[config.mk]
export PLATFORM = sky130hd
export DESIGN_NAME = cbb_bias_ctrl
export DESIGN_NICKNAME = d
export VERILOG_FILES = /design/src/hw/cbb_pkg.sv /design/src/hw/cbb_sync3.sv /design/src/hw/cbb_wake_detect.sv /design/src/hw/cbb_bias_ctrl.sv
export SDC_FILE = /design/constraint.sdc
export NUM_CORES = 1
export LEC_CHECK = 0
export BUFFER_PORTS_ARGS = -buffer_cell sky130_fd_sc_hd__buf_2
export CORE_MARGIN = 2
export CORE_UTILIZATION = 54
export CTS_CLUSTER_DIAMETER = 30
export DETAILED_ROUTE_END_ITERATION = 6
export PLACE_DENSITY = 0.76
export SLEW_MARGIN = 15
export SYNTH_ARGS = -nofsm -noshare
export SYNTH_HDL_FRONTEND = slang
export SYNTH_HIERARCHICAL = 1
export SYNTH_SLANG_ARGS = --single-unit
export TNS_END_PERCENT = 50
[constraint.sdc]
create_clock -name clk -period 1.8 [get_ports clk]
set_input_delay 0.18 -clock clk [delete_from_list [all_inputs] [get_ports clk]]
set_output_delay 0.18 -clock clk [all_outputs]
set_load 0.005 [all_outputs]
[src/hw/cbb_pkg.sv]
package cbb_pkg;

  // clock and timing figures; times in their own unit, counts derived
  localparam int CLK_PERIOD_NS = 40;
  localparam int WAKE_FILTER_TIME_NS = 1000;
  localparam int BUS_IDLE_TIMEOUT_US = 1000;
  localparam int WAKE_TIMEOUT_US = 1000;
  // least times round up to whole cycles
  localparam int WAKE_FILTER_CYC = (WAKE_FILTER_TIME_NS + CLK_PERIOD_NS - 1) / CLK_PERIOD_NS;
  localparam int BUS_IDLE_TIMEOUT_CYC =
    (BUS_IDLE_TIMEOUT_US * 1000 + CLK_PERIOD_NS - 1) / CLK_PERIOD_NS;
  // a longest time rounds down
  localparam int WAKE_TIMEOUT_CYC = (WAKE_TIMEOUT_US * 1000) / CLK_PERIOD_NS;

  // rxd reset value and rxd idle level
  localparam logic RXD_IDLE = 1'h1;

  // operating mode as presented on the mode input
  typedef enum logic [2:0] {
    MODE_NORMAL,
    MODE_SILENT,
    MODE_STANDBY,
    MODE_GOSLEEP,
    MODE_SLEEP
  } cbb_mode_t;

  // bias state of the bus side
  typedef enum logic [1:0] {
    BIAS_OFF,
    BIAS_AUTO_INACT,
    BIAS_AUTO_ACT,
    BIAS_ACTIVE
  } cbb_bias_t;

  // supply undervoltage flags; fall = below falling threshold, rise = above rising
  typedef struct packed {
    logic hvSupplyFallFlag;
    logic hvSupplyRiseFlag;
    logic xcvrSupplyFallFlag;
    logic xcvrSupplyRiseFlag;
    logic logicSupplyFallFlag;
    logic logicSupplyRiseFlag;
  } cbb_supply_t;

  // analog front-end controls
  typedef struct packed {
    logic xcvrOn;
    logic biasMid;
    logic biasGnd;
    logic normalRxOn;
    logic wakeRxOn;
  } cbb_front_t;

endpackage

[src/hw/cbb_sync3.sv]
`timescale 1ns/1ps
`default_nettype none
module cbb_sync3
  import cbb_pkg::*;
#(
  parameter int WIDTH = 1
)
(
  input wire logic clk,
  input wire logic sys_rst,
  input wire logic [WIDTH-1:0] asyncIn,
  output logic [WIDTH-1:0] syncOut
);

  generate
    if (WIDTH < 1)
    begin : g_chk
      $error("cbb_sync3: WIDTH must be at least 1");
    end
  endgenerate

  ////////////////////////////////////////////////////////////////////////////
  // three stage flops and a hold flop per bit; a change counts once the last two stages agree
  genvar i;
  generate
    for (i = 0; i < WIDTH; i++)
    begin : g_bit
      logic [2:0] stage;
      logic held;
      // stage[0] feeds stage[1] only, so metastability never reaches logic
      always_ff @(posedge clk)
      begin
        if (sys_rst)
        begin
          stage <= 3'h0;
          held <= 1'h0;
        end
        else
        begin
          stage <= {stage[1:0], asyncIn[i]};
          if (stage[1] == stage[2])
          begin
            held <= stage[2];
          end
        end
      end
      assign syncOut[i] = held;
    end
  endgenerate

endmodule
`default_nettype wire

[src/hw/cbb_wake_detect.sv]
`timescale 1ns/1ps
`default_nettype none
module cbb_wake_detect
  import cbb_pkg::*;
#(
  parameter int FILTER_CYC = WAKE_FILTER_CYC,
  parameter int TIMEOUT_CYC = WAKE_TIMEOUT_CYC
)
(
  input wire logic clk,
  input wire logic sys_rst,
  input wire logic enable,
  input wire logic busDominant,
  output logic remoteWakePattern
);

  localparam int RW = $clog2(FILTER_CYC + 1);
  localparam int TW = $clog2(TIMEOUT_CYC + 1);
  localparam logic [RW-1:0] RUN_LAST = RW'(FILTER_CYC - 1);
  localparam logic [RW-1:0] RUN_MAX = RW'(FILTER_CYC);
  localparam logic [TW-1:0] TIME_MAX = TW'(TIMEOUT_CYC);

  generate
    if (FILTER_CYC < 1 || TIMEOUT_CYC <= 3 * FILTER_CYC)
    begin : g_chk
      $error("cbb_wake_detect: timeout must exceed three filter times");
    end
  endgenerate

  typedef enum logic [1:0] {W_IDLE, W_DOM1, W_REC} cbb_wstate_t;
  cbb_wstate_t wState;
  cbb_wstate_t next_wState;
  logic lastDom;
  logic [RW-1:0] runCnt;
  logic [TW-1:0] timeCnt;

  ////////////////////////////////////////////////////////////////////////////
  // filtered edge: the cycle a steady bus level first reaches the filter time
  wire sameLevel = (busDominant == lastDom);
  wire filtHit = sameLevel && (runCnt == RUN_LAST);
  wire domHit = filtHit && busDominant;
  wire recHit = filtHit && !busDominant;
  wire expired = (wState != W_IDLE) && (timeCnt == TIME_MAX);
  wire patternDone = (wState == W_REC) && domHit && !expired;

  // other traffic between phases never resets the monitor, only the timeout
  always_comb
  begin
    next_wState = wState;
    unique case (wState)
      W_IDLE: if (domHit) next_wState = W_DOM1;
      W_DOM1: if (recHit) next_wState = W_REC;
      W_REC: if (domHit) next_wState = W_IDLE;
    endcase
    if (expired)
    begin
      next_wState = W_IDLE;
    end
  end

  // a bus held dominant over the timeout needs a recessive before a new pattern
  always_ff @(posedge clk)
  begin
    if (sys_rst || !enable)
    begin
      wState <= W_IDLE;
      lastDom <= 1'h0;
      runCnt <= '0;
      timeCnt <= '0;
      remoteWakePattern <= 1'h0;
    end
    else
    begin
      wState <= next_wState;
      lastDom <= busDominant;
      runCnt <= !sameLevel ? RW'(1) : (runCnt == RUN_MAX ? runCnt : runCnt + RW'(1));
      timeCnt <= (next_wState == W_IDLE) ? '0 : timeCnt + TW'(1);
      remoteWakePattern <= patternDone;
    end
  end

endmodule
`default_nettype wire

[src/hw/cbb_bias_ctrl.sv]
// Function
// - exactly one of four bias states
// - off state: transceiver off, bus floating
// - high-voltage supply fall forces off
// - off to autonomous inactive on supply rise
// - autonomous inactive biases bus to ground
// - remote wake biases mid, autonomous active
// - no normal mode before timeout: inactive
// - low-power entry picks autonomous state by idle
// - active to autonomous active: short idle, undervoltage
// - inactive to active-auto: wake or undervoltage entry
// - autonomous active to inactive after idle timeout
// - normal/silent means active; silent disables driver
// - normal with healthy supplies enters active
// - transmit low before leaving standby blocks driver
// - active to inactive on long idle
// - dominant means low transmit and receive
// - recessive means high; high transmit drives nothing
// - bus outputs undriven except normal mode
// - wake detection off in normal or silent
// - sleep modes use low-power wake receiver
// - standby receive high, low while wake persists
// - dominant overrides recessive during arbitration
// - wake needs dominant, recessive, dominant filtered
`timescale 1ns/1ps
`default_nettype none
module cbb_bias_ctrl
  import cbb_pkg::*;
#(
  parameter int IDLE_CYC = BUS_IDLE_TIMEOUT_CYC,
  parameter int WAKE_TO_CYC = WAKE_TIMEOUT_CYC,
  parameter int FILTER_CYC = WAKE_FILTER_CYC
)
(
  input wire logic clk,
  input wire logic sys_rst,
  input wire cbb_supply_t supplyFlags,
  input wire logic [2:0] opMode,
  input wire logic txdIn,
  input wire logic busDominant,
  output cbb_bias_t biasState,
  output cbb_front_t frontCtl,
  output logic busDrive,
  output logic rxdOut,
  output logic txStuckLowBlock,
  output logic busIdleTimeout,
  output logic remoteWakePattern
);

  localparam int IW = $clog2(IDLE_CYC + 1);
  localparam logic [IW-1:0] IDLE_MAX = IW'(IDLE_CYC);

  generate
    if (IDLE_CYC < 1)
    begin : g_chk
      $error("cbb_bias_ctrl: IDLE_CYC must be at least 1");
    end
  endgenerate

  ////////////////////////////////////////////////////////////////////////////
  // every outside level crosses through four flops before use
  localparam int SW = $bits(cbb_supply_t) + 5;
  logic [SW-1:0] syncVec;
  cbb_supply_t sup;
  logic [2:0] modeBits;
  logic txdSync;
  logic busDom;

  cbb_sync3 #(.WIDTH(SW)) u_sync (
    .clk(clk),
    .sys_rst(sys_rst),
    .asyncIn({supplyFlags, opMode, txdIn, busDominant}),
    .syncOut(syncVec)
  );

  assign sup = cbb_supply_t'(syncVec[SW-1:5]);
  assign modeBits = syncVec[4:2];
  assign txdSync = syncVec[1];
  assign busDom = syncVec[0];

  ////////////////////////////////////////////////////////////////////////////
  // mode decode; unused codes count as low power, the safe side
  wire modeNormal = (modeBits == MODE_NORMAL);
  wire modeSilent = (modeBits == MODE_SILENT);
  wire modeActive = modeNormal || modeSilent;
  wire lowPower = !modeActive;
  wire modeStandby = (modeBits == MODE_STANDBY);
  wire lvFall = sup.xcvrSupplyFallFlag || sup.logicSupplyFallFlag;
  wire lvGood = sup.xcvrSupplyRiseFlag && sup.logicSupplyRiseFlag && !lvFall;
  wire txLow = !txdSync;

  ////////////////////////////////////////////////////////////////////////////
  // bus-silence timer: any dominant restarts it, saturates at the limit
  logic [IW-1:0] idleCnt;
  always_ff @(posedge clk)
  begin
    if (sys_rst || busDom)
    begin
      idleCnt <= '0;
    end
    else if (idleCnt != IDLE_MAX)
    begin
      idleCnt <= idleCnt + IW'(1);
    end
  end
  assign busIdleTimeout = (idleCnt == IDLE_MAX);

  ////////////////////////////////////////////////////////////////////////////
  // wake pattern monitor, off in the active modes and while unpowered
  wire wakeEnable = lowPower && (biasState != BIAS_OFF);

  cbb_wake_detect #(.FILTER_CYC(FILTER_CYC), .TIMEOUT_CYC(WAKE_TO_CYC)) u_wake (
    .clk(clk),
    .sys_rst(sys_rst),
    .enable(wakeEnable),
    .busDominant(busDom),
    .remoteWakePattern(remoteWakePattern)
  );

  ////////////////////////////////////////////////////////////////////////////
  // bias state machine; supply loss has priority over everything
  cbb_bias_t next_biasState;
  always_comb
  begin
    next_biasState = biasState;
    unique case (biasState)
      BIAS_OFF:
        if (sup.hvSupplyRiseFlag) next_biasState = BIAS_AUTO_INACT;
      BIAS_AUTO_INACT:
        if (modeActive && lvGood) next_biasState = BIAS_ACTIVE;
        else if (modeActive && lvFall) next_biasState = BIAS_AUTO_ACT;
        else if (remoteWakePattern) next_biasState = BIAS_AUTO_ACT;
      BIAS_AUTO_ACT:
        if (modeActive && lvGood) next_biasState = BIAS_ACTIVE;
        else if (lowPower && busIdleTimeout) next_biasState = BIAS_AUTO_INACT;
      BIAS_ACTIVE:
        if (lvFall) next_biasState = BIAS_AUTO_ACT;
        else if (lowPower && busIdleTimeout) next_biasState = BIAS_AUTO_INACT;
        else if (lowPower) next_biasState = BIAS_AUTO_ACT;
    endcase
    if (sup.hvSupplyFallFlag)
    begin
      next_biasState = BIAS_OFF;
    end
  end

  // single encoded register, so only one state can ever be held
  always_ff @(posedge clk)
  begin
    if (sys_rst)
    begin
      biasState <= BIAS_OFF;
    end
    else
    begin
      biasState <= next_biasState;
    end
  end

  ////////////////////////////////////////////////////////////////////////////
  // front-end controls follow the state and mode
  assign frontCtl.xcvrOn = (biasState != BIAS_OFF);
  assign frontCtl.biasMid = (biasState == BIAS_AUTO_ACT) || (biasState == BIAS_ACTIVE);
  assign frontCtl.biasGnd = (biasState == BIAS_AUTO_INACT);
  assign frontCtl.normalRxOn = (biasState == BIAS_ACTIVE) && modeActive;
  assign frontCtl.wakeRxOn = (biasState != BIAS_OFF) && lowPower;

  ////////////////////////////////////////////////////////////////////////////
  // stuck-low transmit guard: armed on entry to active, freed by a high level
  wire enterActive = (next_biasState == BIAS_ACTIVE) && (biasState != BIAS_ACTIVE);
  wire blockSet = enterActive && txLow;
  always_ff @(posedge clk)
  begin
    if (sys_rst)
    begin
      txStuckLowBlock <= 1'h0;
    end
    else if (blockSet)
    begin
      txStuckLowBlock <= 1'h1;
    end
    else if (!txLow)
    begin
      txStuckLowBlock <= 1'h0;
    end
  end

  ////////////////////////////////////////////////////////////////////////////
  // wake event holds until an active mode is requested or the bias is off; a new hit wins
  logic wakePending;
  always_ff @(posedge clk)
  begin
    if (sys_rst)
    begin
      wakePending <= 1'h0;
    end
    else if (remoteWakePattern)
    begin
      wakePending <= 1'h1;
    end
    else if (modeActive || biasState == BIAS_OFF)
    begin
      wakePending <= 1'h0;
    end
  end

  ////////////////////////////////////////////////////////////////////////////
  // only normal mode drives; a bus open drain lets any dominant node win
  wire next_busDrive = (biasState == BIAS_ACTIVE) && modeNormal && txLow
    && !txStuckLowBlock && !blockSet;
  // receive pin: bus level when active, else wake indication only
  wire next_rxd = frontCtl.normalRxOn ? !busDom
    : (frontCtl.wakeRxOn ? !wakePending : RXD_IDLE);

  always_ff @(posedge clk)
  begin
    if (sys_rst)
    begin
      busDrive <= 1'h0;
      rxdOut <= RXD_IDLE;
    end
    else
    begin
      busDrive <= next_busDrive;
      rxdOut <= next_rxd;
    end
  end
endmodule
`default_nettype wire

==> out/qor.csv, run 1 <==
stage,metric,value,unit
synthesis,yosys_most_used_dff,dfxtp_1,
synthesis,ys_ff_latch,89,
route,totalWireLength,6.80,mm
clock_tree,clk_pin_slew,80,ps
final_layout,layout-drive-gt1-share,21.8,%
sta,setup_viol,0,
critical_path,cp.required,2050,ps
sta,fmax,562,MHz
sta,worst_pin_slew,568,ps
die,start_util,55.4,%
die,chipHeight,87.3,µm
global_route,track_usage,18.2,%
route,drt_iter0_drc,191,
pwr,seq_power_share,57.3,%
sta,finalHoldViolations,0,
clock_tree,tritoncts,yes,
synthesis,synth_area,3750,µm²
sta,rsz0062_at_grt,true,
final_layout,diodes,0,
critical_path,crit_arrival,2030,ps
critical_path,cp-start-kind,register,
route,drc,0,
global_route,grt_max_degree,32,
clock_tree,clkLatencyLatePin,340,ps
sta,maxSlewHeadroom,61.6,%
clock_tree,ctsHoldBuffers,0,
critical_path,r2r_setup_slack,20,ps
synthesis,synthTopCellsByCount,"dfxtp_1, nor2_1, nor2b_1",
pwr,p_leak,1.49,nW
pwr,power_frac_comb,2.2,%
clock_tree,root_buffer,clkbuf_8,
synthesis,ys_warn_count,6,
pwr,p_sw,0.707,mW
pwr,power_frac_clock,40.4,%
die,die-area,7620,µm²
clock_tree,clk_path_buf_depth,2,
die,pin_count,25,
sta,hold_slack,48.9,ps
final_layout,finish.utilization,61.6,%
final_layout,area.growth.synth_to_final,11.0,%
synthesis,yosysSeqAreaShare,47.6,%
final_layout,multi_input_area,1820,µm²
global_route,antenna_found_initial,0,
clock_tree,cts_sinks,89,
run_status,outcome,completed,
synthesis,synth_most_common_cell,dfxtp_1,
placed_design,io_buffers,24,
synthesis,synth_area_leaders,"dfxtp_1, nor2b_1, xnor2_1, nor2_1, ha_1",
pwr,power.density,847,nW/µm²
die,fp.coreArea,6760,µm²
clock_tree,cts_buffers,9,
placed_design,dpl_cell_area,3830,µm²
route,vias,2686,
placed_design,dp_cells,470,
route,wl_per_cell,13.9,µm
pwr,power,3.52,mW
sta,period_share,98.8,%
synthesis,synthCells,384,
critical_path,worstPathMaxFanout,8,
synthesis,synth_largest_area_cell,dfxtp_1,
pwr,vdd.ir_drop.worst,0.684,mV
final_layout,n_fill_cell,564,
route,vias_per_cell,5.49,
clock_tree,cts_max_level,3,
synthesis,synth-async-reset-ratio,0,%
sta,fin_skew,8.17,ps
final_layout,design_area,4160,µm²
synthesis,ys_types,52,
die,die_x,87.3,µm
global_route,grt_pass1_wl,11.0,mm
sta,slew_violations,0,
run,max-cap-violations,0,
synthesis,synth_edf_count,0,
final_layout,area.sequential,1790,µm²
global_route,grt_pass1_vias,2475,
placed_design,gp_congestion,0.839,
pwr,switching_share,20.1,%
sta,worst_slack,21.9,ps
placed_design,dpl_worst_slack,-56.7,ps
sta,fin_crit,1780,ps
die,rows,30,
critical_path,crit_type,reg -> reg,
critical_path,setup.worst_path.end_class,register,
synthesis,syn_nets,407,
placed_design,place_hpwl,4.44,mm
route,first_pass_iters,4,
final_layout,fin_nets,428,
route,ant_nets,0,
synthesis,synth_top_cell_area_share,47.6,%
pwr,p_int,2.82,mW
sta,setup_tns,0,ps
synthesis,avgSynthCellArea,9.76,µm²
hold_path,hold_path.class,in -> reg,
final_layout,fin_cells,489,
global_route,grt-ovfl-total,0,
[flip-flops by register name, summed over array words and instances (netlist names)]
register                  flops
u_wake/remoteWakePattern      1
u_sync/g_bit.stage           33
busDrive                      1
txStuckLowBlock               1
idleCnt                      15
wakePending                   1
u_wake/runCnt                 5
u_wake/lastDom                1
u_wake/timeCnt               15
u_wake/wState                 2
rxdOut                        1
biasState                     2
u_sync/g_bit.held            11
[critical path, stage by stage (launching register included)]
cell and delay, ps:
dfxtp_1 410, inv_2 100, ha_2 320, nor2b_1 190, o32a_4 430, a211oi_1 240
[timing repair]
item                                    CTS  global route
cloned                                    1             1
setup buffers                             0             2
endpoints found under the setup margin   14            19
pin swaps                                 2             3
resized for setup                         2            17
[power groups by stage]
stage	registers (mW)	logic, mW	clock network (mW)
after floorplan	2.06	0.0616	0
after global placement	2.06	0.0770	0
after detailed placement	2.07	0.0805	0
after CTS	2.02	0.0806	1.46
after global routing	2.03	0.0901	1.54
final	2.02	0.0790	1.42
[path summary, 6_finish.rpt]
path / startpoint / to / depth (start not counted)
worst min register to register: u_sync/g_bit[2].stage[0]$_SDFF_PP0_ / u_sync/g_bit[2].stage[1]$_SDFF_PP0_ / 1
worst max-delay path: u_wake/wState[1]$_SDFF_PP0_ / u_wake/timeCnt[13]$_SDFF_PP0_ / 5
worst max register to register: u_wake/wState[1]$_SDFF_PP0_ / u_wake/timeCnt[13]$_SDFF_PP0_ / 5
worst min-delay path: supplyFlags[2] / u_sync/g_bit[7].stage[0]$_SDFF_PP0_ / 2
[final cells by class]
| class | count | share of cell area (%) |
|---|---|---|
| clock buffers | 10 | 3.07 |
| clock inverters | 5 | 1.96 |
| inverters | 15 | 1.35 |
| multi-input cells | 259 | 43.8 |
| flip-flops and latches | 89 | 43.0 |
| well taps | 80 | 2.41 |
| repair buffers | 31 | 4.45 |
[cell families after synthesis]
logic type | share of synthesized area, %
AOI/OAI and AO/OA | 12.0
xor gates and xnor gates | 7.25
adders and majority gates | 3.34
buffers and inverters | 6.45
DFF | 47.6
and+or+nand+nor | 23.4
[metal layers]
metal	vias up	wire length, µm	GRT usage, %	part of all wire [%]
met5	-	0	0	0
met2	79	3240	30.9	48
met3	15	356	3.70	5.2
met4	0	95	6.01	1.4
met1	1246	3100	22.9	46
li1	1346	-	-	-
[cells in the final DEF, fill, tap and decap left out, types with 9 or more instances in the layout]
master	Yosys	final
inv_1	15	13
nor2_1	35	35
a211oi_2	8	11
nor2b_1	31	31
dfxtp_1	89	85
buf_2	1	24
xnor2_1	21	21
o21ai_0	14	14
xor2_1	10	10
nand2_1	26	26
a21oi_1	20	19
clkbuf_8	0	9
(Power assumes the default switching activity.)
==> run 2: changes to the inputs <==
--- a/config.mk
+++ b/config.mk
@@ -10,7 +10,7 @@
 export CORE_UTILIZATION = 54
 export CTS_CLUSTER_DIAMETER = 30
 export DETAILED_ROUTE_END_ITERATION = 6
-export PLACE_DENSITY = 0.76
+export PLACE_DENSITY = 0.83
 export SLEW_MARGIN = 15
 export SYNTH_ARGS = -nofsm -noshare
 export SYNTH_HDL_FRONTEND = slang
==> run 2 against run 1 <==
Final cell count grew 0.20%. Clock-buffer cell count unchanged. Non-clock buffer count up 1. Critical path type unchanged. Critical endpoint unchanged. Largest cell class unchanged. Largest power group unchanged. Highest routed layer unchanged.
==> out/qor.csv, run 2 (synthesis results as in run 1) <==
stage,metric,value,unit
die,die_x,87.3,µm
placed_design,place_hpwl,4.42,mm
global_route,grt_pass1_wl,10.5,mm
final_layout,final_common_cell,dfxtp_1,
placed_design,dpl_cell_area,3840,µm²
hold_path,hold_path.class,in -> reg,
die,fp.coreArea,6760,µm²
critical_path,crit_type,reg -> reg,
sta,worst_slack,53.2,ps
final_layout,largestRegisters,"u_sync/g_bit.stage x33, idleCnt x15, u_wake/timeCnt x15",
sta,fin_skew,6.62,ps
die,pin_count,25,
clock_tree,root_buffer,clkbuf_8,
final_layout,largest_reg_flops,33,
route,drc,0,
route,wl_per_cell,13.5,µm
run_status,outcome,completed,
clock_tree,cts_max_level,3,
route,totalWireLength,6.63,mm
sta,fmax,572,MHz
placed_design,dpl_worst_slack,-21.5,ps
die,start_util,55.4,%
global_route,grt_pass1_vias,2471,
final_layout,diodes,0,
pwr,power,3.33,mW
critical_path,crit_arrival,2030,ps
route,top_layer,met4,
clock_tree,cts_buffers,9,
pwr,power.density,809,nW/µm²
clock_tree,tritoncts,yes,
die,rows,30,
sta,worst_pin_slew,524,ps
final_layout,n_fill_cell,568,
pwr,p_leak,1.47,nW
sta,maxSlewHeadroom,64.6,%
route,wirelength_met1,2.96,mm
global_route,antenna_found_initial,0,
sta,setup_viol,0,
route,wl_met2,3.31,mm
sta,slew_violations,0,
clock_tree,clkLatencyLatePin,360,ps
final_layout,area.growth.synth_to_final,9.69,%
sta,fin_crit,1750,ps
route,first_pass_iters,4,
final_layout,layout-drive-gt1-share,21.5,%
critical_path,cp-start-kind,register,
clock_tree,cts_sinks,89,
global_route,grt_max_degree,42,
route,ant_nets,0,
clock_tree,clk_pin_slew,90,ps
final_layout,regMostFlops,u_sync/g_bit.stage,
die,chipHeight,87.3,µm
pwr,vdd.ir_drop.worst,0.739,mV
critical_path,cp.required,2080,ps
route,met3_length,252,µm
route,drt_iter0_drc,119,
placed_design,io_buffers,24,
route,vias,2678,
final_layout,design_area,4110,µm²
global_route,grt-ovfl-total,0,
final_layout,fin_nets,428,
critical_path,worstPathMaxFanout,8,
clock_tree,ctsHoldBuffers,0,
placed_design,gp_congestion,0.839,
clock_tree,clk_path_buf_depth,2,
critical_path,setup.worst_path.end_class,register,
sta,period_share,97.0,%
sta,finalHoldViolations,0,
final_layout,final_cell_mix,"dfxtp_1, nor2_1, nor2b_1",
global_route,track_usage,17.6,%
run,max-cap-violations,0,
route,vias_per_cell,5.47,
sta,rsz0062_at_grt,true,
die,die-area,7620,µm²
[run 2: routing by layer]
metal	up-vias	GRT usage, %
li1	1342	-
met1	1275	19.9
met2	51	30.7
met3	10	7.01
met4	0	4.90
met5	-	0
[run 2: final timing paths]
path                                            start                             endpoint  slack, ps  cells past startpoint
hold / removal                         supplyFlags[1]  u_sync/g_bit[6].stage[0]$_SDFF_PP0_         30                      2
hold reg to reg   u_sync/g_bit[7].stage[0]$_SDFF_PP0_  u_sync/g_bit[7].stage[1]$_SDFF_PP0_        440                      1
setup reg to reg        u_wake/runCnt[1]$_SDFFE_PP0P_        u_wake/timeCnt[13]$_SDFF_PP0_         50                      6
setup / recovery        u_wake/runCnt[1]$_SDFFE_PP0P_        u_wake/timeCnt[13]$_SDFF_PP0_         50                      6
[run 2: area by class of cell]
type                       count  area, µm²  area share [%]
multi-input combinational    258       1790            43.7
sequential                    89       1790            43.5
timing repair buffer          32        193            4.69
clock buffer                  10        128            3.11
tap                           80        100            2.44
inverter                      15       56.3            1.37
clock inverter                 6       51.3            1.25
[run 2: what timing repair did]
| item | 4_1_cts | 5_1_grt |
|---|---|---|
| cloned | 0 | 1 |
| pin swaps | 1 | 3 |
| setup endpoints to repair | 12 | 16 |
| setup buffers | 0 | 2 |
| gates resized for setup | 2 | 14 |
[run 2: where the power goes]
group / switching, mW / internal, mW
Sequential: 0.0171 / 2.00
Clock: 0.705 / 0.521
Combinational: 0.0400 / 0.0387
Total: 0.762 / 2.56
[run 2: worst max-delay path: stages (launching register included)]
cell and delay, ps:
dfxtp_2 360, inv_2 60, ha_4 140, and4b_2 240, and3_4 210, o32a_4 440
a211oi_2 230
[run 2: per-stage QoR]
stage	utilization, %	instances	setup TNS (ps)	hold slack (ps)
floorplan	-	384	0	252
global placement	56.8	471	0	390
detailed placement	56.8	471	-55.3	394
CTS	59.6	487	0	9.95
global route	60.8	490	-20.6	9.67
finish	60.8	490	0	26.5
==> run 3: changes to the inputs <==
--- a/config.mk
+++ b/config.mk
@@ -7,13 +7,13 @@
 export LEC_CHECK = 0
 export BUFFER_PORTS_ARGS = -buffer_cell sky130_fd_sc_hd__buf_2
 export CORE_MARGIN = 2
-export CORE_UTILIZATION = 54
+export CORE_UTILIZATION = 53
 export CTS_CLUSTER_DIAMETER = 30
 export DETAILED_ROUTE_END_ITERATION = 6
-export PLACE_DENSITY = 0.83
+export GPL_ROUTABILITY_DRIVEN = 0
+export PLACE_DENSITY = 0.82
 export SLEW_MARGIN = 15
 export SYNTH_ARGS = -nofsm -noshare
 export SYNTH_HDL_FRONTEND = slang
-export SYNTH_HIERARCHICAL = 1
 export SYNTH_SLANG_ARGS = --single-unit
 export TNS_END_PERCENT = 50
==> run 3 against run 2 <==
The run now ends with negative setup slack left. Sequential power barely moved. Final cell count grew 3.9%. Clock skew up 8.1 ps. Critical path type is now reg -> out. Sequential share of layout area fell by 1.7 points. Via count down 0.30%. Global-route usage is 2.3 points higher. Utilization is 7.0 points higher. Hold slack got worse by 16 ps. Critical endpoint is now busIdleTimeout. Die area decreased by 6.2%. Cell area up 4.1%. Clock-buffer cell count shrank 1. Maximum frequency shrank 23%.
==> out/qor.csv, run 3 <==
stage,metric,value,unit
global_route,grt-ovfl-total,0,
critical_path,crit_type,reg -> out,
sta,period_share,125,%
die,start_util,54.5,%
critical_path,critPathMaxStageDelay,450,ps
clock_tree,clkLatencyLatePin,370,ps
synthesis,ys_ff_latch,89,
synthesis,ys_warn_count,0,
sta,fmax,443,MHz
sta,rsz0062_at_grt,true,
sta,finalHoldViolations,0,
route,drc,0,
synthesis,yosys_most_used_dff,dfxtp_1,
global_route,use_met2,33.1,%
critical_path,path_cells,inv_2 > ha_4 > or4b_4 > or4_4 > buf_6 > inv_2 > buf_2,
final_layout,n_fill_cell,494,
critical_path,cp.required,1620,ps
run_status,violations,negative setup slack,
synthesis,syn_nets,393,
sta,hold_slack,10.6,ps
global_route,grt_pass1_vias,2471,
die,die_x,84.5,µm
critical_path,setup.worst_path.end_class,output port,
die,pin_count,25,
clock_tree,clk_path_buf_depth,2,
synthesis,synth_edf_count,0,
synthesis,avgSynthCellArea,9.29,µm²
synthesis,synth_area_leaders,"dfxtp_1, nor2b_1, nor2_1, xor2_1, ha_1",
route,vias,2670,
die,die-area,7150,µm²
clock_tree,clk_pin_slew,100,ps
route,drt_iter0_drc,151,
die,chipHeight,84.5,µm
clock_tree,tritoncts,yes,
route,vias_per_cell,5.25,
final_layout,diodes,0,
run,max-cap-violations,0,
global_route,grt_use_met3,7.08,%
sta,fin_skew,14.8,ps
final_layout,regMostFlops,u_sync.g_bit.stage,
synthesis,synthCells,370,
die,fp.coreArea,6310,µm²
global_route,grt_max_degree,52,
global_route,grt_pass1_wl,11.4,mm
final_layout,final_cell_mix,"dfxtp_1, nor2_1, nor2b_1",
critical_path,cpMostUsedCell,inv_2,
sta,worst_pin_slew,470,ps
critical_path,cp-start-kind,register,
final_layout,area.growth.synth_to_final,24.5,%
final_layout,largestRegisters,"u_sync.g_bit.stage x33, idleCnt x15, u_wake.timeCnt x15",
global_route,use_met1,24.2,%
synthesis,synthTopCellsByCount,"dfxtp_1, nor2_1, nor2b_1",
final_layout,final_common_cell,dfxtp_1,
synthesis,synth_area,3440,µm²
synthesis,synth_largest_area_cell,dfxtp_1,
route,ant_nets,0,
global_route,track_usage,19.9,%
synthesis,synth-async-reset-ratio,0,%
die,rows,29,
synthesis,synth_top_cell_area_share,51.8,%
sta,worst_slack,-457,ps
placed_design,dpl_worst_slack,-161,ps
critical_path,crit_arrival,2080,ps
sta,maxSlewHeadroom,68.4,%
sta,fin_crit,2260,ps
route,first_pass_iters,5,
sta,setup_tns,-4080,ps
synthesis,synth_most_common_cell,dfxtp_1,
hold_path,hold_path.class,in -> reg,
critical_path,path_buf_inv,4,
sta,slew_violations,0,
clock_tree,cts_max_level,3,
final_layout,layout-drive-gt1-share,25.9,%
final_layout,fin_nets,450,
global_route,antenna_found_initial,0,
critical_path,worstPathMaxFanout,2,
sta,setup_viol,22,
clock_tree,root_buffer,clkbuf_8,
final_layout,largest_reg_flops,33,
global_route,top_usage_layer,met2,
clock_tree,cts_buffers,9,
pwr,p_leak,1.64,nW
route,totalWireLength,7.02,mm
run_status,outcome,"complete, but fails checks",
critical_path,path_delay_family,simple AND/OR/NAND/NOR gates,
pwr,power.density,848,nW/µm²
clock_tree,cts_sinks,89,
pwr,vdd.ir_drop.worst,0.727,mV
placed_design,place_hpwl,4.42,mm
synthesis,ys_types,46,
route,wl_per_cell,13.8,µm
critical_path,critPathSlowestCell,or4b_4,
placed_design,io_buffers,24,
synthesis,yosysSeqAreaShare,51.8,%
-- run 3: timing repair --
| action | 4_1_cts | 5_1_grt |
|---|---|---|
| resized for setup | 15 | 31 |
| hold endpoints to repair | 1 | 0 |
| cloned | 1 | 0 |
| setup endpoints to repair | 21 | 26 |
| pin swaps | 3 | 11 |
| buffers inserted | 6 | 5 |
| hold buffers | 1 | 0 |
-- run 3: area by class of cell --
cell class	count	area (µm²)	area share, %
clock buffer	9	124	2.89
clock inverter	7	92.6	2.16
inverter	15	56.3	1.32
multi-input combinational	254	1700	39.7
sequential	89	1790	41.8
tap	77	96.3	2.25
timing repair buffer	58	422	9.85
-- run 3: path summary, 6_finish.rpt --
path	cells after the start	end	slack (ps)	start
setup / recovery	7	busIdleTimeout	-460	idleCnt[1]$_SDFFE_PP0P_
hold / removal	2	u_sync.g_bit[5].stage[0]$_SDFF_PP0_	10	supplyFlags[0]
setup reg to reg	10	idleCnt[2]$_SDFFE_PP0P_	-390	idleCnt[1]$_SDFFE_PP0P_
hold reg to reg	1	u_sync.g_bit[9].stage[1]$_SDFF_PP0_	430	u_sync.g_bit[9].stage[0]$_SDFF_PP0_
-- run 3: power by group --
part	switching, mW	internal [mW]
combinational	0.0612	0.0702
sequential	0.0153	2.00
clock	0.793	0.683
total	0.869	2.76
-- run 3: through the flow --
stage / util (%) / cells / power [mW] / instance area [µm²]
2_1_floorplan: - / 370 / 2.12 / 3470
3_3_place_gp: 60.2 / 481 / 2.15 / 3800
3_5_place_dp: 60.2 / 481 / 2.16 / 3800
4_1_cts: 65.9 / 505 / 3.63 / 4160
5_1_grt: 67.8 / 509 / 3.75 / 4280
6_report: 67.8 / 509 / 3.63 / 4280
-- run 3: worst register-to-register path, cell delays in order (launching register included) --
cell     delay, ps
dfxtp_2        340
inv_2           80
ha_4           130
or4b_4         450
or4_4          440
buf_6          140
buf_4          120
buf_6          130
nand2_2         70
mux2_4         140
nor2_2          30
-- run 3: cells by family after synthesis --
kind of cell | count (synthesis) | synth area share, %
compound gates | 50 | 8.73
xor+xnor | 31 | 7.90
fa+ha+maj | 10 | 3.64
buf+inv | 27 | 3.13
flops | 89 | 51.8
mux | 1 | 0.327
simple gates | 162 | 24.5
-- run 3: routing by layer --
metal  routed length (µm)  up-vias
li1                     -     1349
met1                 3100     1277
met2                 3570       36
met3                  230        8
met4                  113        0
met5                    0        -
